[config.mk]
export PLATFORM = sky130hd
export DESIGN_NAME = irqpe_top
export DESIGN_NICKNAME = d
export VERILOG_FILES = /design/src/irqpe_pkg.sv /design/src/irqpe_top.sv
export SDC_FILE = /design/constraint.sdc
export NUM_CORES = 1
export LEC_CHECK = 0
export ABC_CLOCK_PERIOD_IN_PS = 20500
export BUFFER_PORTS_ARGS = -buffer_cell sky130_fd_sc_hd__buf_4
export CAP_MARGIN = 20
export CELL_PAD_IN_SITES_DETAIL_PLACEMENT = 0
export CELL_PAD_IN_SITES_GLOBAL_PLACEMENT = 1
export CORE_ASPECT_RATIO = 0.9
export CORE_MARGIN = 5
export CORE_UTILIZATION = 37
export CTS_BUF_LIST = sky130_fd_sc_hd__clkbuf_16
export DETAILED_ROUTE_END_ITERATION = 6
export HOLD_SLACK_MARGIN = 0.03
export PLACE_DENSITY_LB_ADDON = 0.1
export RECOVER_POWER = 100
export SYNTH_ARGS = -nofsm -noshare
export SYNTH_HDL_FRONTEND = slang
export SYNTH_SLANG_ARGS = --single-unit
export TNS_END_PERCENT = 50
[constraint.sdc]
create_clock -name pclk -period 20.5 [get_ports pclk]
set_clock_uncertainty 0.2 [all_clocks]
set_input_delay 6.15 -clock pclk [delete_from_list [all_inputs] [get_ports pclk]]
set_output_delay 6.15 -clock pclk [all_outputs]
set_load 0.005 [all_outputs]
[src/irqpe_pkg.sv]
/*
 * Package of the request-flag and priority-enable block: register indices,
 * reset values, field positions and the priority level encoding.
 * Assumes an APB slave with 32-bit data; byte address is four times an index.
 */
package irqpe_pkg;

    // ************************************************************
    // Register indices (byte address = index * 4)
    // ************************************************************
    localparam logic [29:0] IDX_GROUP0_FLAGS = 30'h00ffe030;
    localparam logic [29:0] IDX_GROUP0_SET = 30'h00ffe031;
    localparam logic [29:0] IDX_GROUP0_ENABLE_HIGH = 30'h00ffe032;
    localparam logic [29:0] IDX_GROUP0_ENABLE_LOW = 30'h00ffe033;
    localparam logic [29:0] IDX_GROUP2_FLAGS = 30'h00ffe038;
    localparam logic [29:0] IDX_GROUP2_SET = 30'h00ffe039;
    localparam logic [29:0] IDX_EVENT_STATUS = 30'h00ffe03c;
    localparam logic [29:0] IDX_EVENT_CLEAR = 30'h00ffe03d;
    localparam logic [29:0] IDX_EVENT_ENABLE = 30'h00ffe03e;

    // ************************************************************
    // Reset values
    // ************************************************************
    localparam logic [7:0] RST_GROUP0_FLAGS = 8'h00;
    localparam logic [7:0] RST_GROUP0_ENABLE_HIGH = 8'h00;
    localparam logic [7:0] RST_GROUP0_ENABLE_LOW = 8'h00;
    localparam logic [7:0] RST_GROUP2_FLAGS = 8'h00;
    localparam logic [2:0] RST_EVENT_STATUS = 3'h0;
    localparam logic [2:0] RST_EVENT_ENABLE = 3'h0;

    // ************************************************************
    // Field positions
    // ************************************************************
    // Group 2 flags
    localparam int BIT_MOTOR_TIMER = 7;
    localparam int BIT_SECOND_UART_RX = 6;
    localparam int BIT_SECOND_UART_TX = 5;
    localparam int BIT_MOTOR_FAULT = 4;
    localparam int BIT_PORTC_LSB = 0;
    localparam int PORTC_WIDTH = 4;
    // Group 0 flags and enables
    localparam int BIT_TIMER2 = 7;
    localparam int BIT_TIMER1 = 6;
    localparam int BIT_TIMER0 = 5;
    localparam int BIT_FIRST_UART_RX = 4;
    localparam int BIT_FIRST_UART_TX = 3;
    localparam int BIT_TWO_WIRE = 2;
    localparam int BIT_SERIAL_PERIPH = 1;
    localparam int BIT_CONVERTER = 0;
    // Event status, clear and enable
    localparam int EVT_GROUP0_NEW = 0;
    localparam int EVT_GROUP2_NEW = 1;
    localparam int EVT_BAD_ACCESS = 2;
    localparam int EVT_WIDTH = 3;

    // ************************************************************
    // Priority level encoding {high, low}
    // ************************************************************
    typedef enum logic [1:0] {
        IRQPE_LVL_DISABLED = 2'b00,
        IRQPE_LVL_LOW = 2'b01,
        IRQPE_LVL_NOMINAL = 2'b10,
        IRQPE_LVL_HIGH = 2'b11
    } irqpe_level_e;

endpackage

[src/irqpe_top.sv]
/*
 * Request flags of groups 0 and 2, their set registers, the group 0
 * two-bit priority enables and the priority selection toward the CPU.
 * Assumes an APB master on pclk, request inputs synchronous to pclk, and
 * group 2 enable codes supplied by registers outside this block.
 */
// The APB interface to the registers was left to the implementer.
`timescale 1ns/100ps

//
// Operation
// - A presented group 2 source request sets its flag bit to one.
// - With global enable high, pending enabled flags are forwarded to the CPU.
// - With global enable low nothing is forwarded; flags stay readable.
// - Writing ones to the flag register clears those flags; zeros leave them.
// - Group 2 bit 7 is the motor PWM timer request.
// - Group 2 bit 6 is second UART receive, bit 5 second UART transmit.
// - Group 2 bit 4 is the PWM fault request.
// - Group 2 bits 3..0 are port C pin or DMA channel requests.
// - Enable high/low pair: 00 off, 01 level 1, 10 level 2, 11 level 3.
// - Group 0 high enables: timer2..timer0, uart rx, uart tx, two-wire, SPI, converter.
// - Group 0 low enables use the same bit order as the high enables.
// - Group 0 flags: timer2..timer0, uart rx, uart tx, two-wire, SPI, converter.
module irqpe_top
    import irqpe_pkg::*;
#(
    parameter int GROUP_WIDTH = 8
) (
    input wire logic pclk,
    input wire logic presetn,
    input wire logic psel,
    input wire logic penable,
    input wire logic pwrite,
    input wire logic [31:0] paddr,
    input wire logic [31:0] pwdata,
    input wire logic [3:0] pstrb,
    output logic [31:0] prdata,
    output logic pready,
    output logic pslverr,
    input wire logic motor_timer_req,
    input wire logic second_uart_rx_req,
    input wire logic second_uart_tx_req,
    input wire logic motor_fault_req,
    input wire logic [3:0] portc_or_channel_req,
    input wire logic [7:0] group0_source_req,
    input wire logic [7:0] group2_enable_high_in,
    input wire logic [7:0] group2_enable_low_in,
    input wire logic global_irq_enable,
    output logic cpu_irq_valid,
    output logic [1:0] cpu_irq_level,
    output logic cpu_irq_group2,
    output logic [2:0] cpu_irq_bit,
    output logic irq
);

    // ************************************************************
    // Helpers
    // ************************************************************
    function automatic logic [1:0] level_of(input logic hi, input logic lo);
        level_of = {hi, lo};
    endfunction

    function automatic logic addr_is(input logic [31:0] a, input logic [29:0] idx);
        addr_is = (a == {idx, 2'b00});
    endfunction

    // ************************************************************
    // State
    // ************************************************************
    logic [7:0] group0_request_flags_reg;
    logic [7:0] group0_request_flags_next;
    logic [7:0] group0_enable_high_reg;
    logic [7:0] group0_enable_low_reg;
    logic [7:0] group2_request_flags_reg;
    logic [7:0] group2_request_flags_next;
    logic [EVT_WIDTH-1:0] event_status_reg;
    logic [EVT_WIDTH-1:0] event_status_next;
    logic [EVT_WIDTH-1:0] event_enable_reg;
    logic [31:0] prdata_reg;
    logic [31:0] prdata_next;
    logic cpu_irq_valid_reg;
    logic [1:0] cpu_irq_level_reg;
    logic cpu_irq_group2_reg;
    logic [2:0] cpu_irq_bit_reg;

    logic access;
    logic setup;
    logic wr;
    logic mapped;
    logic rd_mapped;
    logic [7:0] wbyte;
    logic [7:0] group2_source;
    logic [7:0] g0_clear;
    logic [7:0] g0_set;
    logic [7:0] g2_clear;
    logic [7:0] g2_set;
    logic [EVT_WIDTH-1:0] evt_clear;
    logic [EVT_WIDTH-1:0] evt_raise;

    // ************************************************************
    // APB decode
    // ************************************************************
    assign setup = psel && !penable;
    assign access = psel && penable;
    assign wr = access && pwrite;
    // Lane 0 only; upper lanes of an 8-bit register have nothing to hold
    assign wbyte = pstrb[0] ? pwdata[7:0] : 8'h00;

    // Write-only registers read as zero but are still mapped
    assign rd_mapped = addr_is(paddr, IDX_GROUP0_FLAGS)
        || addr_is(paddr, IDX_GROUP0_ENABLE_HIGH)
        || addr_is(paddr, IDX_GROUP0_ENABLE_LOW)
        || addr_is(paddr, IDX_GROUP2_FLAGS)
        || addr_is(paddr, IDX_EVENT_STATUS)
        || addr_is(paddr, IDX_EVENT_ENABLE);
    assign mapped = rd_mapped
        || addr_is(paddr, IDX_GROUP0_SET)
        || addr_is(paddr, IDX_GROUP2_SET)
        || addr_is(paddr, IDX_EVENT_CLEAR);

    // Zero wait states: every access finishes in its first access cycle
    assign pready = 1'b1;
    assign pslverr = access && !mapped;
    assign prdata = prdata_reg;

    // ************************************************************
    // Read data, captured in the setup cycle
    // ************************************************************
    always_comb begin
        prdata_next = prdata_reg;
        if (setup && !pwrite) begin
            prdata_next = 32'h0000_0000;
            if (addr_is(paddr, IDX_GROUP0_FLAGS)) begin
                prdata_next[7:0] = group0_request_flags_reg;
            end else if (addr_is(paddr, IDX_GROUP0_ENABLE_HIGH)) begin
                prdata_next[7:0] = group0_enable_high_reg;
            end else if (addr_is(paddr, IDX_GROUP0_ENABLE_LOW)) begin
                prdata_next[7:0] = group0_enable_low_reg;
            end else if (addr_is(paddr, IDX_GROUP2_FLAGS)) begin
                prdata_next[7:0] = group2_request_flags_reg;
            end else if (addr_is(paddr, IDX_EVENT_STATUS)) begin
                prdata_next[EVT_WIDTH-1:0] = event_status_reg;
            end else if (addr_is(paddr, IDX_EVENT_ENABLE)) begin
                prdata_next[EVT_WIDTH-1:0] = event_enable_reg;
            end
        end
    end

    always_ff @(posedge pclk or negedge presetn) begin
        if (!presetn) begin
            prdata_reg <= 32'h0000_0000;
        end else begin
            prdata_reg <= prdata_next;
        end
    end

    // ************************************************************
    // Request flags
    // ************************************************************
    // Group 2 source order, bit 7 down to bit 0
    always_comb begin
        group2_source = 8'h00;
        group2_source[BIT_MOTOR_TIMER] = motor_timer_req;
        group2_source[BIT_SECOND_UART_RX] = second_uart_rx_req;
        group2_source[BIT_SECOND_UART_TX] = second_uart_tx_req;
        group2_source[BIT_MOTOR_FAULT] = motor_fault_req;
        group2_source[BIT_PORTC_LSB +: PORTC_WIDTH] = portc_or_channel_req;
    end

    assign g0_clear = (wr && addr_is(paddr, IDX_GROUP0_FLAGS)) ? wbyte : 8'h00;
    assign g0_set = (wr && addr_is(paddr, IDX_GROUP0_SET)) ? wbyte : 8'h00;
    assign g2_clear = (wr && addr_is(paddr, IDX_GROUP2_FLAGS)) ? wbyte : 8'h00;
    assign g2_set = (wr && addr_is(paddr, IDX_GROUP2_SET)) ? wbyte : 8'h00;

    // Set beats clear so a request landing on the clearing write survives
    assign group0_request_flags_next =
        (group0_request_flags_reg & ~g0_clear) | g0_set | group0_source_req;
    assign group2_request_flags_next =
        (group2_request_flags_reg & ~g2_clear)
        | g2_set
        | group2_source;

    // Flags are set regardless of enable codes
    always_ff @(posedge pclk or negedge presetn) begin
        if (!presetn) begin
            group0_request_flags_reg <= RST_GROUP0_FLAGS;
            group2_request_flags_reg <= RST_GROUP2_FLAGS;
        end else begin
            group0_request_flags_reg <= group0_request_flags_next;
            group2_request_flags_reg <= group2_request_flags_next;
        end
    end

    // ************************************************************
    // Group 0 priority enables
    // ************************************************************
    always_ff @(posedge pclk or negedge presetn) begin
        if (!presetn) begin
            group0_enable_high_reg <= RST_GROUP0_ENABLE_HIGH;
            group0_enable_low_reg <= RST_GROUP0_ENABLE_LOW;
        end else begin
            if (wr && pstrb[0] && addr_is(paddr, IDX_GROUP0_ENABLE_HIGH)) begin
                group0_enable_high_reg <= pwdata[7:0];
            end
            if (wr && pstrb[0] && addr_is(paddr, IDX_GROUP0_ENABLE_LOW)) begin
                group0_enable_low_reg <= pwdata[7:0];
            end
        end
    end

    // ************************************************************
    // Priority selection toward the CPU
    // ************************************************************
    // Strict compare keeps the first found on a tie: group 0 before group 2,
    // higher bit before lower bit.
    logic sel_valid;
    logic [1:0] sel_level;
    logic sel_group2;
    logic [2:0] sel_bit;
    logic [1:0] lvl0;
    logic [1:0] lvl2;

    always_comb begin
        sel_valid = 1'b0;
        sel_level = IRQPE_LVL_DISABLED;
        sel_group2 = 1'b0;
        sel_bit = 3'd0;
        lvl0 = IRQPE_LVL_DISABLED;
        lvl2 = IRQPE_LVL_DISABLED;
        for (int i = GROUP_WIDTH - 1; i >= 0; i--) begin
            lvl0 = level_of(group0_enable_high_reg[i], group0_enable_low_reg[i]);
            // A disabled code never competes
            if (group0_request_flags_reg[i] && lvl0 != IRQPE_LVL_DISABLED
                && (!sel_valid || lvl0 > sel_level)) begin
                sel_valid = 1'b1;
                sel_level = lvl0;
                sel_group2 = 1'b0;
                sel_bit = 3'(i);
            end
        end
        for (int i = GROUP_WIDTH - 1; i >= 0; i--) begin
            lvl2 = level_of(group2_enable_high_in[i], group2_enable_low_in[i]);
            if (group2_request_flags_reg[i] && lvl2 != IRQPE_LVL_DISABLED
                && (!sel_valid || lvl2 > sel_level)) begin
                sel_valid = 1'b1;
                sel_level = lvl2;
                sel_group2 = 1'b1;
                sel_bit = 3'(i);
            end
        end
    end

    always_ff @(posedge pclk or negedge presetn) begin
        if (!presetn) begin
            cpu_irq_valid_reg <= 1'b0;
            cpu_irq_level_reg <= IRQPE_LVL_DISABLED;
            cpu_irq_group2_reg <= 1'b0;
            cpu_irq_bit_reg <= 3'd0;
        end else if (global_irq_enable && sel_valid) begin
            cpu_irq_valid_reg <= 1'b1;
            cpu_irq_level_reg <= sel_level;
            cpu_irq_group2_reg <= sel_group2;
            cpu_irq_bit_reg <= sel_bit;
        end else begin
            // Polled operation: the CPU reads the flags itself
            cpu_irq_valid_reg <= 1'b0;
            cpu_irq_level_reg <= IRQPE_LVL_DISABLED;
            cpu_irq_group2_reg <= 1'b0;
            cpu_irq_bit_reg <= 3'd0;
        end
    end

    assign cpu_irq_valid = cpu_irq_valid_reg;
    assign cpu_irq_level = cpu_irq_level_reg;
    assign cpu_irq_group2 = cpu_irq_group2_reg;
    assign cpu_irq_bit = cpu_irq_bit_reg;

    // ************************************************************
    // Event status, clear, enable and interrupt line
    // ************************************************************
    always_comb begin
        evt_raise = '0;
        evt_raise[EVT_GROUP0_NEW] = |(group0_request_flags_next & ~group0_request_flags_reg);
        evt_raise[EVT_GROUP2_NEW] = |(group2_request_flags_next & ~group2_request_flags_reg);
        evt_raise[EVT_BAD_ACCESS] = pslverr;
    end

    assign evt_clear = (wr && addr_is(paddr, IDX_EVENT_CLEAR))
        ? wbyte[EVT_WIDTH-1:0] : '0;
    assign event_status_next = (event_status_reg & ~evt_clear) | evt_raise;

    always_ff @(posedge pclk or negedge presetn) begin
        if (!presetn) begin
            event_status_reg <= RST_EVENT_STATUS;
        end else begin
            event_status_reg <= event_status_next;
        end
    end

    always_ff @(posedge pclk or negedge presetn) begin
        if (!presetn) begin
            event_enable_reg <= RST_EVENT_ENABLE;
        end else if (wr && pstrb[0] && addr_is(paddr, IDX_EVENT_ENABLE)) begin
            event_enable_reg <= pwdata[EVT_WIDTH-1:0];
        end
    end

    assign irq = |(event_status_reg & event_enable_reg);

endmodule // irqpe_top

==> flow_summary.ini <==
[critical_path]
cp-end-kind = flip-flop
required_ns = 20.46
crit_fanout = 8
crit_top_cell = ha_1
worstSetupPathType = flip-flop to flip-flop
crit_slowest_cell = or4_4
cp-start-kind = flip-flop
max_stage_delay_ns = 0.57
cp.arrival_ns = 18.82

[cells_and_area]
drive_gt1_share_pct = 25.3
final_area_mm2 = 0.00552
nFillCells = 1208
nets = 764
n_antenna_cell = 0
finalCoreUtilization_pct = 46.1
instances_no_fill = 796
area_delta_synth_final_pct = 22.4

[floorplanning]
fp.dieW_um = 126
die_y_um = 115
die_area_mm2 = 0.0145
rows = 38
placeableCoreArea_mm2 = 0.0120
ios = 148
start_util_pct = 37.6

[timing]
maxSlewHeadroom_pct = -94.7
tns_ns = 0
worstMarginPinSlew_ns = 2.92
final-max-slew-violation-count = 54
finalSetupViolations = 0
holdWs_ns = 0.293
period_share_pct = 92.0
worst_slack_ns = 1.63
hold_viol = 0
layout_min_cycle_time_ns = 18.87
fmax_ghz = 0.0530

[placement]
gp_congestion = 0.871
dp.cells = 784
placed_cell_area_mm2 = 0.00527
dp_hpwl_um = 11700
io_buffer_count = 95
dp_slack_ns = 0.287

[logic_synthesis]
muxShareOfSynthArea_pct = 6.63
synth_xor_area_share_pct = 0
syn_inst = 543
synth_area_per_cell_um2 = 8.30
syn-cell-area_mm2 = 0.00451
synth_edf_count = 0
synthTopCellsByArea = dfrtp_1, nand2_1, ha_1
yosysTopAreaCell = dfrtp_1
synth_cell_types = 71
synth_top_family_by_area = compound AO/OA/AOI/OAI gates
synth_simple_gate_area_share_pct = 20.4
async_flop_share_pct = 100
synth_compound_area_share_pct = 28.8
ys_seq_elements = 53
yosys_warnings = 0
synthFlopType = dfrtp_1
synthAdderAreaFrac_pct = 7.05
yosysTopAreaCellShare_pct = 29.4
ys_seq_area_share_pct = 29.4

[routing]
drt_iter0_markers = 355
avgViaCountPerCell = 5.64
drt_wl_total_um = 14500
wire_per_inst_um = 18.2
firstDrtPassIters = 5
drt-met1-wl_um = 6770
route.detailed.drc = 0
vias = 4493
wl_met3_um = 861
highest_layer = met4
ant_nets = 0
wl_met2_um = 6550

[cts]
h-tree-depth = 2
clk-insertion-delay-late_ns = 0.29
cts_root_buf = clkbuf_16
clkSinkCount = 53
clkTransAtPathRegs_ns = 0.07
cts_tree = yes
cts_hold_buf = 0
cts_made_buffers = 5
cts_buffer_depth = 2

[power_and_ir_drop]
leakagePower_nw = 2.48
power_density_mw_per_mm2 = 49.8
finalPower_mw = 0.275
ir_drop_uv = 34.8

[outcome]
violations = max-capacitance violations, max-slew violations
status = complete, but fails checks

[grt]
track_usage_pct = 19.3
grt_overflow = 0
antenna_found_initial = 0
grt_pass1_wl_um = 22500
grt_max_degree = 54
first_global_vias = 4365

[worst_hold_path]
hold_path_class = flip-flop to flip-flop

[run]
drv_cap = 1
[cell usage in the layout, fill, tap and decap left out, drive strengths merged, types with 8 or more instances in the layout]
cell | synthesis | final
buf | 29 | 81
nand2 | 79 | 79
o21ai | 59 | 59
dfrtp | 53 | 53
nor2 | 34 | 34
inv | 26 | 27
conb | 2 | 25
a31oi | 24 | 24
mux2 | 23 | 23
ha | 23 | 23
clkbuf | 8 | 23
a21oi | 22 | 22
a211oi | 11 | 11
o21a | 9 | 9
nor2b | 9 | 9
o22ai | 9 | 9
and2 | 9 | 9
nor3 | 8 | 8
nand3 | 8 | 8
[final cells by class]
class / instances / area (µm²) / area share (%)
multi-input combinational: 449 / 3010 / 54.4
sequential: 53 / 1330 / 24.0
timing repair buffer: 99 / 724 / 13.1
tap: 160 / 200 / 3.63
clock buffer: 5 / 125 / 2.27
inverter: 27 / 101 / 1.84
clock inverter: 3 / 37.5 / 0.680
[metal layers]
metal	track usage (%)	vias to the layer above
met3	3.62	20
li1	-	2165
met5	0	-
met4	5.43	0
met1	27.2	2145
met2	30.6	163
[logic make-up (layout without fill, tap and decap cells)]
| group | after synthesis | count (layout) |
|---|---|---|
| other | 2 | 25 |
| multiplexers | 27 | 27 |
| AO/OA/AOI/OAI | 185 | 185 |
| buffers and inverters | 64 | 134 |
| flip-flops | 53 | 53 |
| AND/OR/NAND/NOR | 186 | 186 |
| adder cells (fa/ha/maj) | 26 | 26 |
[repair_timing]
action,4_1_cts,5_1_grt
endpoints found under the setup margin,0,6
resized for setup,0,18
hold endpoints to repair,0,0
setup buffers,0,4
[Yosys cell counts (20+ instances only)]
cell type and instances:
nand2_1 79, dfrtp_1 53, o21ai_0 53, nor2_1 34, inv_1 26, buf_4 25, a31oi_1 24, ha_1 23
mux2_2 23, a21oi_1 20
[final timing paths]
path	startpoint	endpoint	slack, ns	cells after the start
max in group asynchronous	presetn	group0_request_flags_reg[7]	11.63	1
setup / recovery	group0_enable_high_reg[7]	cpu_irq_group2	1.63	95
setup reg to reg	group0_enable_high_reg[7]	cpu_irq_group2	1.63	95
min in group asynchronous	presetn	event_enable_reg[0]	6.60	1
hold / removal	prdata[5]	prdata[5]	0.29	2
hold reg to reg	prdata[5]	prdata[5]	0.29	2
[power by group]
part / internal, mW / total (mW) / switching, mW
logic: 0.0323 / 0.0717 / 0.0395
registers: 0.108 / 0.109 / 0.000762
clock network: 0.0569 / 0.0948 / 0.0379
[worst max-delay path: cells and delay by family, from the launching register on]
kind	cells	cell delay [ns]
and+or+nand+nor	32	4.87
AOI/OAI and AO/OA	39	7.50
buffers and inverters	5	0.38
muxes	1	0.29
DFF	1	0.44
adders and majority gates	18	5.01
Power figures use the tool's default switching activity.
